## src/verilog/ddcs_pkg.sv

```systemverilog
// constants and carrier types for the drive control and status block
package ddcs_pkg;

  // clock
  localparam int unsigned CLK_MHZ = 20;

  // documented times
  localparam int unsigned MIN_PULSE_NS    = 300;
  localparam int unsigned HOME_PULSE_MAX_US = 1000;
  localparam int unsigned MARK_NS         = 1250;
  localparam int unsigned OFFSET_MAX_US   = 2000;
  localparam int unsigned FAULT_CLR_MAX_US = 2000;
  localparam int unsigned ZERO_SEEK_MAX_US = 1500;
  localparam int unsigned HEAD_SEEK_MAX_MS = 10;
  localparam int unsigned MOVE_MAX_MS     = 500;
  localparam int unsigned BAD_CYL_MAX_US  = 1500;
  localparam int unsigned REV_PER_MIN     = 3510;

  // derived cycle counts (least times round up, longest round down)
  localparam int unsigned MIN_PULSE_CYC = (MIN_PULSE_NS * CLK_MHZ + 999) / 1000;
  localparam int unsigned MARK_CYC      = (MARK_NS * CLK_MHZ) / 1000;
  localparam int unsigned OFFSET_MAX_CYC    = OFFSET_MAX_US * CLK_MHZ;
  localparam int unsigned ZERO_SEEK_MAX_CYC = ZERO_SEEK_MAX_US * CLK_MHZ;
  localparam int unsigned HEAD_SEEK_MAX_CYC = HEAD_SEEK_MAX_MS * 1000 * CLK_MHZ;
  localparam int unsigned MOVE_MAX_CYC      = MOVE_MAX_MS * 1000 * CLK_MHZ;
  localparam int unsigned REV_CYC = (60 * 1000000 * CLK_MHZ) / REV_PER_MIN;

  // control bus bit positions under the control-select strobe
  localparam int unsigned BIT_WRITE     = 0;
  localparam int unsigned BIT_READ      = 1;
  localparam int unsigned BIT_OFS_PLUS  = 2;
  localparam int unsigned BIT_OFS_MINUS = 3;
  localparam int unsigned BIT_FAULT_CLR = 4;
  localparam int unsigned BIT_HOME      = 6;
  localparam int unsigned BIT_EARLY     = 7;
  localparam int unsigned BIT_LATE      = 8;

  // geometry
  localparam int unsigned BUS_W      = 10;
  localparam logic [9:0]  MAX_CYL    = 10'h0cd;
  localparam int unsigned SECT_FULL  = 64;
  localparam int unsigned SECT_ALT   = 32;

  // register map (byte addresses)
  localparam logic [3:0] REG_CTRL   = 4'h0;
  localparam logic [3:0] REG_STATUS = 4'h4;
  localparam logic [3:0] REG_CYL    = 4'h8;
  localparam logic [3:0] REG_CAUSE  = 4'hc;
  localparam logic [1:0] CTRL_RESET = 2'h0;

  // conditions reported by the drive hardware
  typedef struct packed {
    logic head_open_short;
    logic write_current_lost;
    logic write_data_missing;
    logic servo_int_wen;
    logic servo_seen_a;
    logic servo_seen_b;
    logic servo_fields_absent;
    logic pos_supply_unsafe;
    logic retract_store_low;
    logic osc_unlock;
    logic spindle_speed_bad;
    logic heads_out_of_zone;
    logic selftest_fail;
    logic carriage_out_of_field;
    logic write_protect;
    logic servo_unrecoverable;
    logic servo_area;
    logic move_done;
  } ddcs_hw_type;

  // status lines to the controller
  typedef struct packed {
    logic fault;
    logic seek_error;
    logic heads_positioned;
    logic retract;
  } ddcs_status_type;

endpackage

```

## src/verilog/ddcs_top.sv

```systemverilog
// drive control decode, markers, fault and positioning status
//
// Chosen here: the register addresses and the Wishbone register port.
`timescale 1ns/1ps
`default_nettype none
module ddcs_top #(
  parameter int unsigned OFFSET_SETTLE_CYC = ddcs_pkg::OFFSET_MAX_CYC / 2,
  parameter int unsigned ZERO_SEEK_CYC     = ddcs_pkg::ZERO_SEEK_MAX_CYC / 2,
  parameter int unsigned HEAD_SEEK_CYC     = ddcs_pkg::HEAD_SEEK_MAX_CYC / 2,
  parameter int unsigned MOVE_TIMEOUT_CYC  = ddcs_pkg::MOVE_MAX_CYC,
  parameter int unsigned REV_CYC           = ddcs_pkg::REV_CYC
) (
  // clock and reset
  input  wire logic                      clk_i,
  input  wire logic                      rst_i,
  // wishbone slave
  input  wire logic                      wb_cyc_i,
  input  wire logic                      wb_stb_i,
  input  wire logic                      wb_we_i,
  input  wire logic [3:0]                wb_adr_i,
  input  wire logic [3:0]                wb_sel_i,
  input  wire logic [31:0]               wb_dat_i,
  output logic      [31:0]               wb_dat_o,
  output logic                           wb_ack_o,
  // controller tags and bus
  input  wire logic                      cyl_tag_i,
  input  wire logic                      head_tag_i,
  input  wire logic                      ctl_tag_i,
  input  wire logic [9:0]                bus_i,
  // drive hardware conditions
  input  wire ddcs_pkg::ddcs_hw_type     hw_i,
  // positioner and read/write chain
  output logic                           move_start_o,
  output logic      [9:0]                move_cyl_o,
  output logic      [1:0]                head_o,
  output logic                           write_drive_o,
  output logic                           read_data_en_o,
  output logic                           read_sync_start_o,
  output logic                           strobe_early_o,
  output logic                           strobe_late_o,
  // controller status lines
  output ddcs_pkg::ddcs_status_type      status_o,
  output logic                           rev_mark_o,
  output logic                           sector_mark_o
);
  import ddcs_pkg::*;

  typedef enum {POS_IDLE, POS_MOVE, POS_SETTLE} ddcs_pos_type;

  if (REV_CYC < 4 * SECT_FULL * MARK_CYC || OFFSET_SETTLE_CYC < 1 ||
      ZERO_SEEK_CYC < 1 || HEAD_SEEK_CYC < 1 || MOVE_TIMEOUT_CYC < 1)
    $error("ddcs_top: timing parameters out of range");

  localparam int unsigned PIN_W = 13 + $bits(ddcs_hw_type);

  // width measure: saturating count of cycles a level has been high
  function automatic logic [3:0] width_cnt(input logic lvl,
                                           input logic [3:0] c);
    if (!lvl)
      width_cnt = 4'h0;
    else if (c == 4'hf)
      width_cnt = c;
    else
      width_cnt = c + 4'h1;
  endfunction

  logic [PIN_W-1:0] pins;
  logic             tag1;
  logic             tag2;
  logic             tag3;
  logic [9:0]       bus;
  ddcs_hw_type      hw;
  logic [9:0]       cb;
  logic [9:0]       cb_q;
  logic             tag1_q;
  logic             tag2_q;
  logic             move_done_q;
  logic             seek_ok;
  logic [3:0]       clr_w;
  logic [3:0]       home_w;
  logic             clr_fire;
  logic             home_fire;
  logic             offset_chg;
  logic [9:0]       cyl;
  logic [9:0]       tgt;
  logic [1:0]       head;
  logic [1:0]       head_next;
  logic             head_pending;
  logic             head_chg;
  logic             home_run;
  ddcs_pos_type     pos;
  logic [31:0]      pos_cnt;
  logic             seek_err;
  logic             fault;
  logic             retract;
  logic [7:0]       cause;
  logic [7:0]       next_cause;
  logic             hw_cause;
  logic             wen;
  logic             ren;
  logic [1:0]       ctrl;
  logic [31:0]      rev_cnt;
  logic [31:0]      sect_len;
  logic [31:0]      sect_cnt;
  logic [5:0]       mark_cnt;
  logic             mark_start;

  // synchronise every pin
  ddcs_sync #(.W(PIN_W)) u_sync (
    .clk_i (clk_i),
    .rst_i (rst_i),
    .d_i   ({cyl_tag_i, head_tag_i, ctl_tag_i, bus_i, hw_i}),
    .q_o   (pins)
  );
  assign {tag1, tag2, tag3, bus, hw} = pins;

  // control functions are the bus qualified by the control strobe
  assign cb  = tag3 ? (bus & 10'h1df) : 10'h000;
  assign wen = cb[BIT_WRITE];
  assign ren = cb[BIT_READ];

  // edge history and pulse widths
  always_ff @(posedge clk_i)
  begin
    if (rst_i)
    begin
      cb_q   <= 10'h000;
      tag1_q <= 1'b0;
      tag2_q <= 1'b0;
      clr_w  <= 4'h0;
      home_w <= 4'h0;
      move_done_q <= 1'b0;
    end
    else
    begin
      cb_q   <= cb;
      tag1_q <= tag1;
      tag2_q <= tag2;
      clr_w  <= width_cnt(cb[BIT_FAULT_CLR], clr_w);
      home_w <= width_cnt(cb[BIT_HOME], home_w);
      move_done_q <= hw.move_done; // arrival counts on its rise only
    end
  end

  // a pulse counts once it has lasted the least width
  assign clr_fire   = cb[BIT_FAULT_CLR] && clr_w == 4'(MIN_PULSE_CYC - 1);
  assign home_fire  = cb[BIT_HOME] && home_w == 4'(MIN_PULSE_CYC - 1);
  assign offset_chg = (cb[BIT_OFS_PLUS] != cb_q[BIT_OFS_PLUS]) ||
                      (cb[BIT_OFS_MINUS] != cb_q[BIT_OFS_MINUS]);

  // read chain controls; servo area stays out of reach
  always_ff @(posedge clk_i)
  begin
    if (rst_i)
    begin
      read_data_en_o    <= 1'b0;
      read_sync_start_o <= 1'b0;
      strobe_early_o    <= 1'b0;
      strobe_late_o     <= 1'b0;
      write_drive_o     <= 1'b0;
    end
    else
    begin
      read_data_en_o    <= ren && !hw.servo_area;
      read_sync_start_o <= ren && !cb_q[BIT_READ];
      strobe_early_o    <= ren && cb[BIT_EARLY];
      strobe_late_o     <= ren && cb[BIT_LATE];
      write_drive_o     <= wen && !fault && !hw.servo_area &&
                           !hw.write_protect;
    end
  end

  // head select waits for the following seek
  always_ff @(posedge clk_i)
  begin
    if (rst_i)
    begin
      head_next    <= 2'h0;
      head_pending <= 1'b0;
    end
    else if (home_fire && pos == POS_IDLE)
      head_pending <= 1'b0;
    else if (tag2 && !tag2_q)
    begin
      head_next    <= bus[1:0];
      head_pending <= 1'b1;
    end
    else if (tag1_q && !tag1 && seek_ok)
      head_pending <= 1'b0;
  end

  // seek gate sampled once, at the rise of the cylinder strobe
  always_ff @(posedge clk_i)
  begin
    if (rst_i)
      seek_ok <= 1'b0;
    else if (tag1 && !tag1_q)
      seek_ok <= status_o.heads_positioned && !seek_err && !fault;
  end

  // positioner sequencing, error and heads-positioned
  always_ff @(posedge clk_i)
  begin
    if (rst_i)
    begin
      pos          <= POS_IDLE;
      pos_cnt      <= 32'h0;
      cyl          <= 10'h000;
      tgt          <= 10'h000;
      head         <= 2'h0;
      head_chg     <= 1'b0;
      home_run     <= 1'b0;
      seek_err     <= 1'b0;
      move_start_o <= 1'b0;
    end
    else
    begin
      move_start_o <= 1'b0;
      case (pos)
        POS_IDLE:
        begin
          if (home_fire)
          begin
            seek_err     <= 1'b0;
            tgt          <= 10'h000;
            head_chg     <= head != 2'h0;
            head         <= 2'h0;
            home_run     <= 1'b1;
            move_start_o <= 1'b1;
            pos_cnt      <= 32'(MOVE_TIMEOUT_CYC);
            pos          <= POS_MOVE;
          end
          else if (tag1_q && !tag1 && seek_ok)
          begin
            if (bus > MAX_CYL)
              seek_err <= 1'b1;
            else
            begin
              tgt      <= bus;
              head_chg <= head != head_next;
              head     <= head_next;
              if (bus == cyl)
              begin
                pos_cnt <= (head != head_next) ? 32'(HEAD_SEEK_CYC)
                                               : 32'(ZERO_SEEK_CYC);
                pos     <= POS_SETTLE;
              end
              else
              begin
                move_start_o <= 1'b1;
                pos_cnt      <= 32'(MOVE_TIMEOUT_CYC);
                pos          <= POS_MOVE;
              end
            end
          end
          else if (offset_chg)
          begin
            pos_cnt <= 32'(OFFSET_SETTLE_CYC);
            pos     <= POS_SETTLE;
          end
        end
        POS_MOVE:
        begin
          if (hw.move_done && !move_done_q)
          begin
            cyl      <= tgt;
            home_run <= 1'b0;
            pos_cnt  <= 32'h1;
            pos      <= POS_SETTLE;
          end
          else if (pos_cnt <= 32'h1)
          begin
            seek_err <= 1'b1;
            home_run <= 1'b0;
            pos      <= POS_IDLE;
          end
          else
            pos_cnt <= pos_cnt - 32'h1;
        end
        POS_SETTLE:
        begin
          if (offset_chg)
            pos_cnt <= 32'(OFFSET_SETTLE_CYC);
          else if (pos_cnt <= 32'h1)
          begin
            head_chg <= 1'b0;
            pos      <= POS_IDLE;
          end
          else
            pos_cnt <= pos_cnt - 32'h1;
        end
        default:
          pos <= POS_IDLE;
      endcase
      // hardware error beats a same-cycle clear from the homing command
      if (hw.carriage_out_of_field || hw.heads_out_of_zone)
        seek_err <= 1'b1;
    end
  end

  // heads positioned only when idle with no offset change pending
  assign status_o.heads_positioned = pos == POS_IDLE && !offset_chg &&
                                     !seek_err;
  assign status_o.seek_error = seek_err;
  assign status_o.fault      = fault;
  assign status_o.retract    = retract;
  assign move_cyl_o          = tgt;
  assign head_o              = head;

  // fault causes; interface misuse outside the servo area only
  always_comb
  begin
    next_cause    = 8'h00;
    next_cause[0] = !hw.servo_area && (
                    (wen && ren) ||
                    ((wen || ren) && !status_o.heads_positioned) ||
                    ((wen || ren) && head_pending) ||
                    (wen && hw.write_protect) ||
                    (wen && hw.servo_unrecoverable));
    next_cause[1] = hw.head_open_short || hw.write_current_lost ||
                    (wen && hw.write_data_missing);
    next_cause[2] = hw.servo_int_wen || (hw.servo_area &&
                    !(hw.servo_seen_a && hw.servo_seen_b));
    next_cause[3] = hw.servo_fields_absent || hw.pos_supply_unsafe ||
                    hw.retract_store_low;
    next_cause[4] = hw.osc_unlock || hw.spindle_speed_bad ||
                    hw.selftest_fail;
  end
  assign hw_cause = |next_cause[4:1];

  // fault latch; a live cause beats a clear in the same cycle
  always_ff @(posedge clk_i)
  begin
    if (rst_i)
    begin
      fault   <= 1'b0;
      cause   <= 8'h00;
      retract <= 1'b0;
    end
    else
    begin
      if (|next_cause)
      begin
        fault <= 1'b1;
        cause <= cause | next_cause;
      end
      else if (clr_fire)
      begin
        fault <= 1'b0;
        cause <= 8'h00;
      end
      if (|next_cause[3:1])
        retract <= 1'b1;
      else if (clr_fire && !hw_cause)
        retract <= 1'b0;
    end
  end

  // marker timing: sector length from the configured count
  assign sect_len = ctrl[0] ? 32'(REV_CYC / SECT_ALT) : 32'(REV_CYC / SECT_FULL);
  assign mark_start = sect_cnt == 32'h0 &&
                      !(head_chg && pos != POS_IDLE);

  always_ff @(posedge clk_i)
  begin
    if (rst_i)
    begin
      rev_cnt       <= 32'h0;
      sect_cnt      <= 32'h0;
      mark_cnt      <= 6'h00;
      rev_mark_o    <= 1'b0;
      sector_mark_o <= 1'b0;
    end
    else
    begin
      rev_cnt  <= (rev_cnt >= 32'(REV_CYC - 1)) ? 32'h0 : rev_cnt + 32'h1;
      sect_cnt <= (rev_cnt >= 32'(REV_CYC - 1) || sect_cnt >= sect_len - 32'h1)
                  ? 32'h0 : sect_cnt + 32'h1;
      if (mark_start && mark_cnt == 6'h00)
      begin
        mark_cnt      <= 6'(MARK_CYC - 1);
        rev_mark_o    <= rev_cnt == 32'h0;
        sector_mark_o <= rev_cnt != 32'h0;
      end
      else if (mark_cnt != 6'h00)
        mark_cnt <= mark_cnt - 6'h01;
      else
      begin
        rev_mark_o    <= 1'b0;
        sector_mark_o <= 1'b0;
      end
    end
  end

  // wishbone: one wait state, unmapped reads zero
  always_ff @(posedge clk_i)
  begin
    if (rst_i)
    begin
      wb_ack_o <= 1'b0;
      wb_dat_o <= 32'h0;
      ctrl     <= CTRL_RESET;
    end
    else
    begin
      wb_ack_o <= wb_cyc_i && wb_stb_i && !wb_ack_o;
      // a write lands at the edge that sees the answer
      if (wb_cyc_i && wb_stb_i && wb_ack_o && wb_we_i && wb_sel_i[0] &&
          wb_adr_i == REG_CTRL)
        ctrl <= wb_dat_i[1:0];
      if (wb_cyc_i && wb_stb_i && !wb_ack_o)
      begin
        case (wb_adr_i)
          REG_CTRL:   wb_dat_o <= {30'h0, ctrl};
          REG_STATUS: wb_dat_o <= {24'h0, head_pending, home_run, head,
                                   status_o};
          REG_CYL:    wb_dat_o <= {22'h0, cyl};
          REG_CAUSE:  wb_dat_o <= {24'h0, cause};
          default:    wb_dat_o <= 32'h0;
        endcase
      end
    end
  end
endmodule
`default_nettype wire

```

## src/verilog/ddcs_sync.sv

```systemverilog
// three-stage input synchroniser with agreement filter
`timescale 1ns/1ps
`default_nettype none
module ddcs_sync #(
  parameter int unsigned W = 1
) (
  // clock and reset
  input  wire logic         clk_i,
  input  wire logic         rst_i,
  // raw and clean levels
  input  wire logic [W-1:0] d_i,
  output logic      [W-1:0] q_o
);
  logic [W-1:0] s1;
  logic [W-1:0] s2;
  logic [W-1:0] s3;

  if (W < 1) $error("ddcs_sync: width must be positive");

  // shift chain; a bit moves once stages two and three agree
  always_ff @(posedge clk_i)
  begin
    if (rst_i)
    begin
      s1  <= '0;
      s2  <= '0;
      s3  <= '0;
      q_o <= '0;
    end
    else
    begin
      s1  <= d_i;
      s2  <= s1;
      s3  <= s2;
      q_o <= (s2 & s3) | (q_o & (s2 | s3));
    end
  end
endmodule
`default_nettype wire

```

## config.mk

```make
export PLATFORM = sky130hd
export DESIGN_NAME = ddcs_top
export DESIGN_NICKNAME = d
export VERILOG_FILES = /design/src/verilog/ddcs_pkg.sv /design/src/verilog/ddcs_top.sv /design/src/verilog/ddcs_sync.sv
export SDC_FILE = /design/constraint.sdc
export NUM_CORES = 1
export LEC_CHECK = 0
export ABC_AREA = 1
export BUFFER_PORTS_ARGS = -buffer_cell sky130_fd_sc_hd__buf_2
export CORE_MARGIN = 2
export CORE_UTILIZATION = 50
export CTS_CLUSTER_SIZE = 28
export DETAILED_ROUTE_END_ITERATION = 12
export GPL_TIMING_DRIVEN = 0
export HOLD_SLACK_MARGIN = 0.03
export MAX_ROUTING_LAYER = met4
export PLACE_DENSITY_LB_ADDON = 0.1
export SLEW_MARGIN = 10
export SYNTH_ARGS = -nofsm -noshare
export SYNTH_HDL_FRONTEND = slang
export SYNTH_SLANG_ARGS = --single-unit
export TNS_END_PERCENT = 1
```

## constraint.sdc

```tcl
create_clock -name clk_i -period 1.8 [get_ports clk_i]
set_clock_uncertainty 0.15 [all_clocks]
set_input_delay 0.27 -clock clk_i [delete_from_list [all_inputs] [get_ports clk_i]]
set_output_delay 0.27 -clock clk_i [all_outputs]
set_load 0.02 [all_outputs]
```

* After elaboration in Yosys (flattened, before gate mapping) *
Cells that the tools add are included.

word-level totals
  input port bits = 76
  output and inout port bits = 57
  register bits after elaboration = 355
  logic and storage cells = 252

cells by class
  bitwise gates (word level) = 9
  add/sub/neg operators = 7
  muxes and demuxes = 61
  eq/ne operators = 27
  order comparisons = 4
  reductions and logical operators = 105

operators by type and width
  kind                                                                  count
  2-to-1 mux 32 bit                                                     14
  one-hot mux 32 bit (3 select lines)                                   2
  zero test 32 bit                                                      4
  adder 32 x 1 -> 32 bit (second input constant)                        2
  nonzero test 32 bit                                                   2
  AND 31 bit                                                            2
  bitwise OR 31 bit                                                     2
  one-hot mux 10 bit (4 select lines)                                   1
  logical AND 1 bit                                                     38
  == test 32 x 1 -> 1 bit (second input constant)                       1
  == test 32 x 2 -> 1 bit (second input constant)                       1
  greater-or-equal comparator 32 x 19 -> 1 bit (second input constant)  1
  greater-or-equal comparator 32 bit                                    1
  <= comparator 32 x 1 -> 1 bit (second input constant)                 1
  subtractor 32 x 1 -> 32 bit (second input constant)                   1
  2-to-1 mux 10 bit                                                     3
  2-to-1 mux 1 bit                                                      26
  2-to-1 mux 24 bit                                                     1
  2-to-1 mux 17 bit                                                     1
  == test 4 bit (second input constant)                                 4
  2-to-1 mux 8 bit                                                      2
  != test 4 bit (second input constant)                                 4
  nonzero test 2 bit                                                    8
  zero test 1 bit                                                       15
  29 further kinds                                                      76

* Logic depth before layout (Yosys ltp) *
Gate-level depths: netlist of run 1.

  depth in word-level cells = 15
  mapped depth = 14
  depth with buffers taken out = 13

* Hierarchy *
From an unflattened synthesis of run 1, not the netlist that was laid out.

unflattened totals
  cell total of the unflattened synthesis = 1777
  area total of the unflattened synthesis = 13436.6 µm²

modules (own cells, without submodules)
  module     times used  cells an instance  area each (µm²)
  ddcs_top   1           1360               9714.3
  ddcs_sync  1           417                3722.3

* Least setup slack after synthesis of run 1 *
No wires, ideal clock.

  path kind = reg2reg
  start = register ctrl[0]
  end = register sect_cnt[10]
  period minus slack after synthesis = 2.026 ns
  data required time = 1.586 ns
  arrival = 1.812 ns
  setup slack = -0.226 ns
  cell stages (with the launch flop) = 11
  path through = dfxtp_1 > inv_1 > ha_1 > a21oi_1 > o21ai_0 > a21oi_1 > nand2_1 > nor3b_1 > nand3_1 > buf_2 > nor2_1

on the way
  cells in the longest elaborated chain, start to end = 5

RTL lines
  what                                 line             source
  start, declared                      ddcs_top.sv:101  logic [1:0] ctrl;
  start signal, assigned               ddcs_top.sv:410  ctrl <= wb_dat_i[1:0];
  2-to-1 mux 14 bit                    ddcs_top.sv:360  assign sect_len = ctrl[0] ? 32'(REV_CYC / SECT_ALT) : 32'(REV_CYC / SECT_FULL);
  subtractor 14 x 1 -> 15 bit          ddcs_top.sv:377  sect_cnt <= (rev_cnt >= 32'(REV_CYC - 1) || sect_cnt >= sect_len - 32'h1)
  greater-or-equal comparator 32 bit   ddcs_top.sv:377
  logical OR 1 bit                     ddcs_top.sv:377
  OR reduction 2 bit (no source line)  --
  end signal, assigned                 ddcs_top.sv:377
  end, declared                        ddcs_top.sv:104  logic [31:0] sect_cnt;

No other way between the ends.
A chain may end at the register's enable or synchronous reset.

==> summary.md, run 1 <==
| Metric | Value |
|---|---|
| WP depth | `6` |
| Starting density of the core | `51.2%` |
| Top cells by area, synth | `dfxtp_1, nor2_1, nand2_1` |
| RSZ-0062 raised after global routing | `yes` |
| Final setup viols | `95` |
| Worst Hold Launch | `wb_adr_i[3]` |
| Largest family of logic cells by synthesized area | `simple AND/OR/NAND/NOR gates` |
| DIE HEIGHT | `168 um` |
| GRT Resource Usage Total | `23.8%` |
| Nets | `2125` |
| Top delay family on crit path | `simple AND/OR/NAND/NOR gates` |
| Synth Instances | `1795` |
| Worst-Margin Slew | `0.754 ns` |
| FMAX | `0.445 GHz` |
| Slew HR | `49.7%` |
| Worst Hold Class | `primary input to flip-flop` |
| Complex-gate fraction of the synthesized area | `8.91%` |
| Critical path arrival | `1.83 ns` |
| Cell accounting for the most synthesized area | `dfxtp_1` |
| Most common cell after layout, fill and taps aside | `nor2_1` |
| Iteration-0 DRC Markers | `702` |
| Max IR drop VDD | `0.773 mV` |
| Post-synth EDFFs | `0` |
| Worst path buffer plus inverter count | `2` |
| Worst path cell trace | `buf_6 > nand2_2 > xor2_2 > nand2_2 > nor3_4 > buf_6` |
| Outcome | `complete, but fails checks` |
| Distinct cells, synth | `43` |
| Final global-route overflow total | `0` |
| Register area share after synthesis | `49.1%` |
| Vias in the first global route | `10800` |
| Die area | `28100 sq um` |
| Layout filler cell count | `2351` |
| CP endpoint kind | `output port` |
| Worst-case reg-to-reg path depth | `14` |
| Finished Core Util | `62.8%` |
| XOR/XNOR Fraction of Synth Area | `2.74%` |
| Clock sinks | `329` |
| Post-Syn Area | `13400 sq um` |
| Max Root-Sink Buffers | `3` |
| Required @ worst endpoint | `1.38 ns` |
| Worst-path fanout max | `10` |
| CTS Buf Count | `36` |
| Final WL | `32.5 mm` |
| Max stage delay on crit path | `0.32 ns` |
| Final worst slack | `-0.448 ns` |
| Final ANT Viol Nets | `0` |
| Final Hold Viols | `0` |
| Initial antenna violation count | `1` |
| CTS tree | `built` |
| RR Endpoint | `pos_cnt[7]` |
| R2R setup slack | `-0.32 ns` |
| Drt via density | `4.78` |
| Worst-path clk slew | `0.06 ns` |
| Critical R2R Launch | `pos[9]` |
| Root Buffer | `clkbuf_16` |
| Drt pass-1 iters | `5` |
| Pin count of the biggest net entering global routing | `14` |
| Max-cap viol count | `0` |
| Final Max Tran Viols | `0` |
| Critical Path End | `status_o[1]` |
| Failing checks | `negative setup slack` |
| Async set or reset register ratio after synthesis | `0%` |
| Clock Latency Late Sink | `0.51 ns` |
| Area taken by multi-input logic gates | `5980 sq um` |
| Power per cell area | `956 nW/um^2` |
| DRC | `0` |
| Post-synthesis mux area share | `0%` |
| WL/cell | `13.6 um` |
| Fin crit period | `2.25 ns` |
| Port Buffer Count | `76` |
| CORE AREA | `26200 sq um` |
| Core Rows | `59` |
| Placer Congestion | `0.920` |
| Crit share post-route | `125%` |
| Yosys warns | `0` |
| DP Wirelength | `23.0 mm` |
| Synth top area share | `49.1%` |
| Final TNS setup | `-16.41 ns` |
| Post-synthesis simple-gate area fraction | `26.6%` |
| Area growth from synthesis to layout | `22.7%` |
| Commonest cells after routing, fill and taps aside | `nor2_1, dfxtp_1, inv_1, nand2_1, a21oi_1` |
| First-pass GRT wire length | `52.7 mm` |
| CP max stage cell | `dfxtp_1` |
| Setup CP Type | `flip-flop to output port` |
| Vias | `11400` |
| Critical Path Start | `u_sync.q_o[28]` |
| Num ports | `133` |
| Layout cell share with drive strength beyond 1 | `14.1%` |
| Register area | `6600 sq um` |
| Die X | `168 um` |
| CP Launch Type | `flip-flop` |
| Yosys reg bits | `329` |
| Mean Syn Cell Area | `7.47 sq um` |
| P_leak | `7.48 nW` |
| Ys flop type | `dfxtp_1` |
| CTS H-tree lvls | `2` |
| Post-Synth Adder-Cell Area | `1.87%` |
[registers in the layout, summed over array words and instances (netlist names), 3 cells and up]
signal      count
cyl            10
move_cyl_o     10
pos_cnt        32
mark_cnt        6
rev_cnt        32
sect_cnt       32
u_sync.s2      31
u_sync.q_o     31
pos            32
wb_dat_o       10
u_sync.s3      31
home_w          4
clr_w           4
cb_q            3
u_sync.s1      31
cause           5
[through the flow]
stage	instance area (sq um)	power, mW	hold slack [ns]	cells	worst slack [ns]
floorplan	13700	8.32	0.218	1876	-0.117
global placement	14500	8.51	0.239	2287	-0.630
detailed placement	14500	8.53	0.242	2287	-0.633
CTS	16300	15.8	0.0312	2386	-0.494
global route	16400	16.3	0.0490	2390	-0.535
finish	16400	15.7	0.0316	2390	-0.448
[layout make-up]
cell class / count / share of cell area (%)
well taps: 335 / 2.55
flip-flops and latches: 329 / 40.1
clock buffers: 53 / 6.49
clock inverters: 10 / 0.715
diodes: 1 / 0.0152
repair buffers: 115 / 4.75
inverters: 279 / 6.44
multi-input cells: 1205 / 36.4
plain buffers: 63 / 2.52
[per-layer routing]
metal  up-vias  wire length, um  GRT usage, %  part of all wire, %
met4         0              902          8.51                  2.8
li1       5977                -             -                    -
met2       260            15300          39.5                   47
met1      5138            14900          29.8                   46
met5         -                0             -                    0
met3        59             1410          3.26                  4.3
[tightest hold or removal path: stages]
cell     delay [ns]
buf_2          0.13
nor3_2         0.07
nand2_1        0.10
a21oi_1        0.07
[cells in the mapped netlist (5+ instances only)]
master,n
nand3b_1,6
o31ai_2,5
nand4_1,16
nand2_1,275
or2_2,6
dfxtp_1,329
a21oi_1,101
inv_1,273
a31oi_1,5
nand3_1,101
buf_6,6
xor2_1,25
a211oi_1,11
buf_4,28
nor2_2,8
ha_1,20
nor4_1,11
nor2_1,371
clkbuf_1,22
xnor2_1,17
o22ai_1,8
inv_2,5
o21ai_0,70
nor3_1,38
[cells by family after synthesis]
family / count (synthesis)
xor+xnor: 42
flops: 329
compound gates: 214
buf+inv: 342
simple gates: 847
other cells: 1
fa+ha+maj: 20
[report_power, final]
group	total [mW]	internal, mW	switching (mW)
Sequential	7.60	7.50	0.100
Combinational	0.880	0.342	0.537
Clock	7.24	4.41	2.83
[worst min-delay path by stage]
stage	to	slack, ns	depth (start not counted)
after floorplan	read_sync_start_o	0.22	1
after global routing	ctrl[0]	0.05	4
after detailed placement	u_sync.s2[7]	0.24	2
final	ctrl[0]	0.03	4
after CTS	ctrl[0]	0.03	4
after global placement	u_sync.s2[15]	0.24	2
[timing repair]
item | in CTS | in global routing
endpoints found under the setup margin | 128 | 113
hold endpoints to repair | 33 | 0
pin swaps | 10 | 17
hold buffers | 34 | 0
setup buffers | 2 | 3
resized for setup | 67 | 54
(Power assumes the default switching activity.)
==> run 2: changes to the inputs <==
Settings changed: BUFFER_PORTS_ARGS -buffer_cell sky130_fd_sc_hd__buf_2 to default, DONT_BUFFER_PORTS from default to 1.
Clock period 1.8 ns to 2.83 ns, I/O delays scaled along.
==> run 2 against run 1 <==
The flow now finishes without violations; non-clock buffer count shrank 81; first-iteration DRC count shrank 9.5%; sequential cell count did not move; critical endpoint unchanged; sequential share of layout area up 2.2 points; setup slack better by 0.72 ns; via count is 2.5% lower; global-route usage decreased by 0.61 points.
==> summary.md, run 2 (synthesis gave the netlist of run 1 again) <==
| Metric | Value |
|---|---|
| Outcome | `finished, final reports clean` |
| RSZ-0062 raised after global routing | `no` |
| CTS H-tree lvls | `2` |
| Worst-path fanout max | `6` |
| Critical path arrival | `1.98 ns` |
| Worst Hold Launch | `wb_adr_i[2]` |
| Initial antenna violation count | `0` |
| Root Buffer | `clkbuf_16` |
| CTS tree | `built` |
| Die X | `168 um` |
| Final Max Tran Viols | `0` |
| ANT cells | `0` |
| Nets | `2043` |
| Switching share of power | `22.2%` |
| Critical Path Start | `pos[12]` |
| Final Hold Viols | `0` |
| Layout cell share with drive strength beyond 1 | `6.35%` |
| DP Wirelength | `22.6 mm` |
| P_leak | `6.93 nW` |
| Fin crit period | `2.56 ns` |
| Worst Hold Class | `primary input to flip-flop` |
| Port Buffer Count | `0` |
| Final ANT Viol Nets | `0` |
| DRC | `0` |
| GRT Resource Usage Total | `23.2%` |
| Max-cap viol count | `0` |
| Drt pass-1 iters | `7` |
| DIE HEIGHT | `168 um` |
| Non-Filler Instances | `2303` |
| Worst-Margin Slew | `0.888 ns` |
| Area growth from synthesis to layout | `16.0%` |
| Setup CP Type | `flip-flop to output port` |
| Layout filler cell count | `2420` |
| Max Root-Sink Buffers | `3` |
| Cell internal pwr | `7.48 mW` |
| Final global-route overflow total | `0` |
| Final TNS setup | `0 ns` |
| Drt via density | `4.84` |
| Power per cell area | `618 nW/um^2` |
| Worst path buffer plus inverter count | `1` |
| Placer Congestion | `0.936` |
| Worst path cell trace | `nor2_1 > nand2_1 > nor2_1 > nand2_1 > inv_1 > nand2_1 > nor3_4` |
| Clock sinks | `329` |
| Comb pwr share | `5.2%` |
| Clock Power Share | `44.4%` |
| Seq pwr share | `50.4%` |
| Die area | `28100 sq um` |
| Vias | `11100` |
| Cell total after placement | `2211` |
| CTS Buf Count | `35` |
| Critical R2R Launch | `ctrl[0]` |
| Iteration-0 DRC Markers | `635` |
| Switch Pwr | `2.13 mW` |
| WL/cell | `13.6 um` |
| CP Launch Type | `flip-flop` |
| Vias in the first global route | `10300` |
| CORE AREA | `26200 sq um` |
| FMAX | `0.391 GHz` |
| CP max stage cell | `nor3_4` |
| Num ports | `133` |
| Final WL | `31.2 mm` |
| Crit share post-route | `90.3%` |
| Starting density of the core | `51.2%` |
| Max IR drop VDD | `0.487 mV` |
| Slew HR | `40.8%` |
| Clock Latency Late Sink | `0.51 ns` |
| Commonest cells after routing, fill and taps aside | `nor2_1, dfxtp_1, nand2_1, inv_1` |
| Most common cell after layout, fill and taps aside | `nor2_1` |
| Most used cell, CP | `nand2_1` |
| Worst-path clk slew | `0.06 ns` |
| Required @ worst endpoint | `2.26 ns` |
| Core Rows | `59` |
| Pin count of the biggest net entering global routing | `15` |
| CP endpoint kind | `output port` |
| Top delay family on crit path | `simple AND/OR/NAND/NOR gates` |
| Max stage delay on crit path | `0.45 ns` |
| First-pass GRT wire length | `51.2 mm` |
| Final setup viols | `0` |
run 2: cell count changes in the layout (fill, tap and decap cells not counted), sizes merged:
cell	change
bufinv	-1
clkbuf	-1
buf	-83
clkinv	-1
diode	-1
run 2: timing repair:
| item | in CTS | in global routing |
|---|---|---|
| pin swaps | 0 | 0 |
| endpoints found under the setup margin | 1 | 1 |
| hold buffers | 34 | 0 |
| hold endpoints to repair | 33 | 0 |
| setup buffers | 0 | 0 |
| gates resized for setup | 1 | 1 |
run 2: tightest hold or removal path, stage by stage:
cell and delay [ns]:
nor3_1 0.07, nand2_1 0.11, a21oi_1 0.08
run 2: worst paths after layout:
path,end,slack [ns],cells after the start
setup / recovery,status_o[1],0.27,7
setup reg to reg,sect_cnt[14],0.35,10
hold reg to reg,read_sync_start_o,0.25,1
hold / removal,ctrl[0],0.1,3
run 2: layout make-up:
| cell class | instances | area, sq um | share of cell area, % |
|---|---|---|---|
| Buffer | 63 | 390 | 2.51 |
| Clock buffer | 50 | 992 | 6.38 |
| Clock inverter | 8 | 71.3 | 0.459 |
| Inverter | 279 | 1050 | 6.74 |
| Multi-Input combinational cell | 1205 | 5700 | 36.6 |
| Sequential cell | 329 | 6590 | 42.4 |
| Tap cell | 335 | 419 | 2.70 |
| Timing Repair Buffer | 34 | 340 | 2.19 |
run 2: per-stage QoR:
step / util, % / setup slack, ns / hold WS [ns] / power, mW / instance area, sq um
after floorplan: - / 0.804 / 0.218 / 5.29 / 13700
after global placement: 53.9 / 0.246 / 0.234 / 5.38 / 14100
after detailed placement: 53.9 / 0.198 / 0.234 / 5.40 / 14100
after CTS: 59.3 / 0.147 / 0.0658 / 9.71 / 15500
after global routing: 59.3 / 0.0298 / 0.0930 / 10.0 / 15500
final: 59.3 / 0.274 / 0.0955 / 9.61 / 15500
run 2: layer usage:
layer	part of all wire (%)	global-route usage [%]	vias up
met5	0	-	-
met2	47	39.0	293
met3	6.2	4.56	55
met4	2.7	7.49	0
met1	44	28.0	4988
li1	-	-	5808
run 2: power groups by stage:
| stage | combinational (mW) | clock [mW] | sequential, mW |
|---|---|---|---|
| 2_1_floorplan | 0.367 | 0 | 4.92 |
| 3_3_place_gp | 0.447 | 0 | 4.94 |
| 3_5_place_dp | 0.457 | 0 | 4.94 |
| 4_1_cts | 0.495 | 4.37 | 4.84 |
| 5_1_grt | 0.583 | 4.58 | 4.85 |
| 6_report | 0.502 | 4.27 | 4.84 |
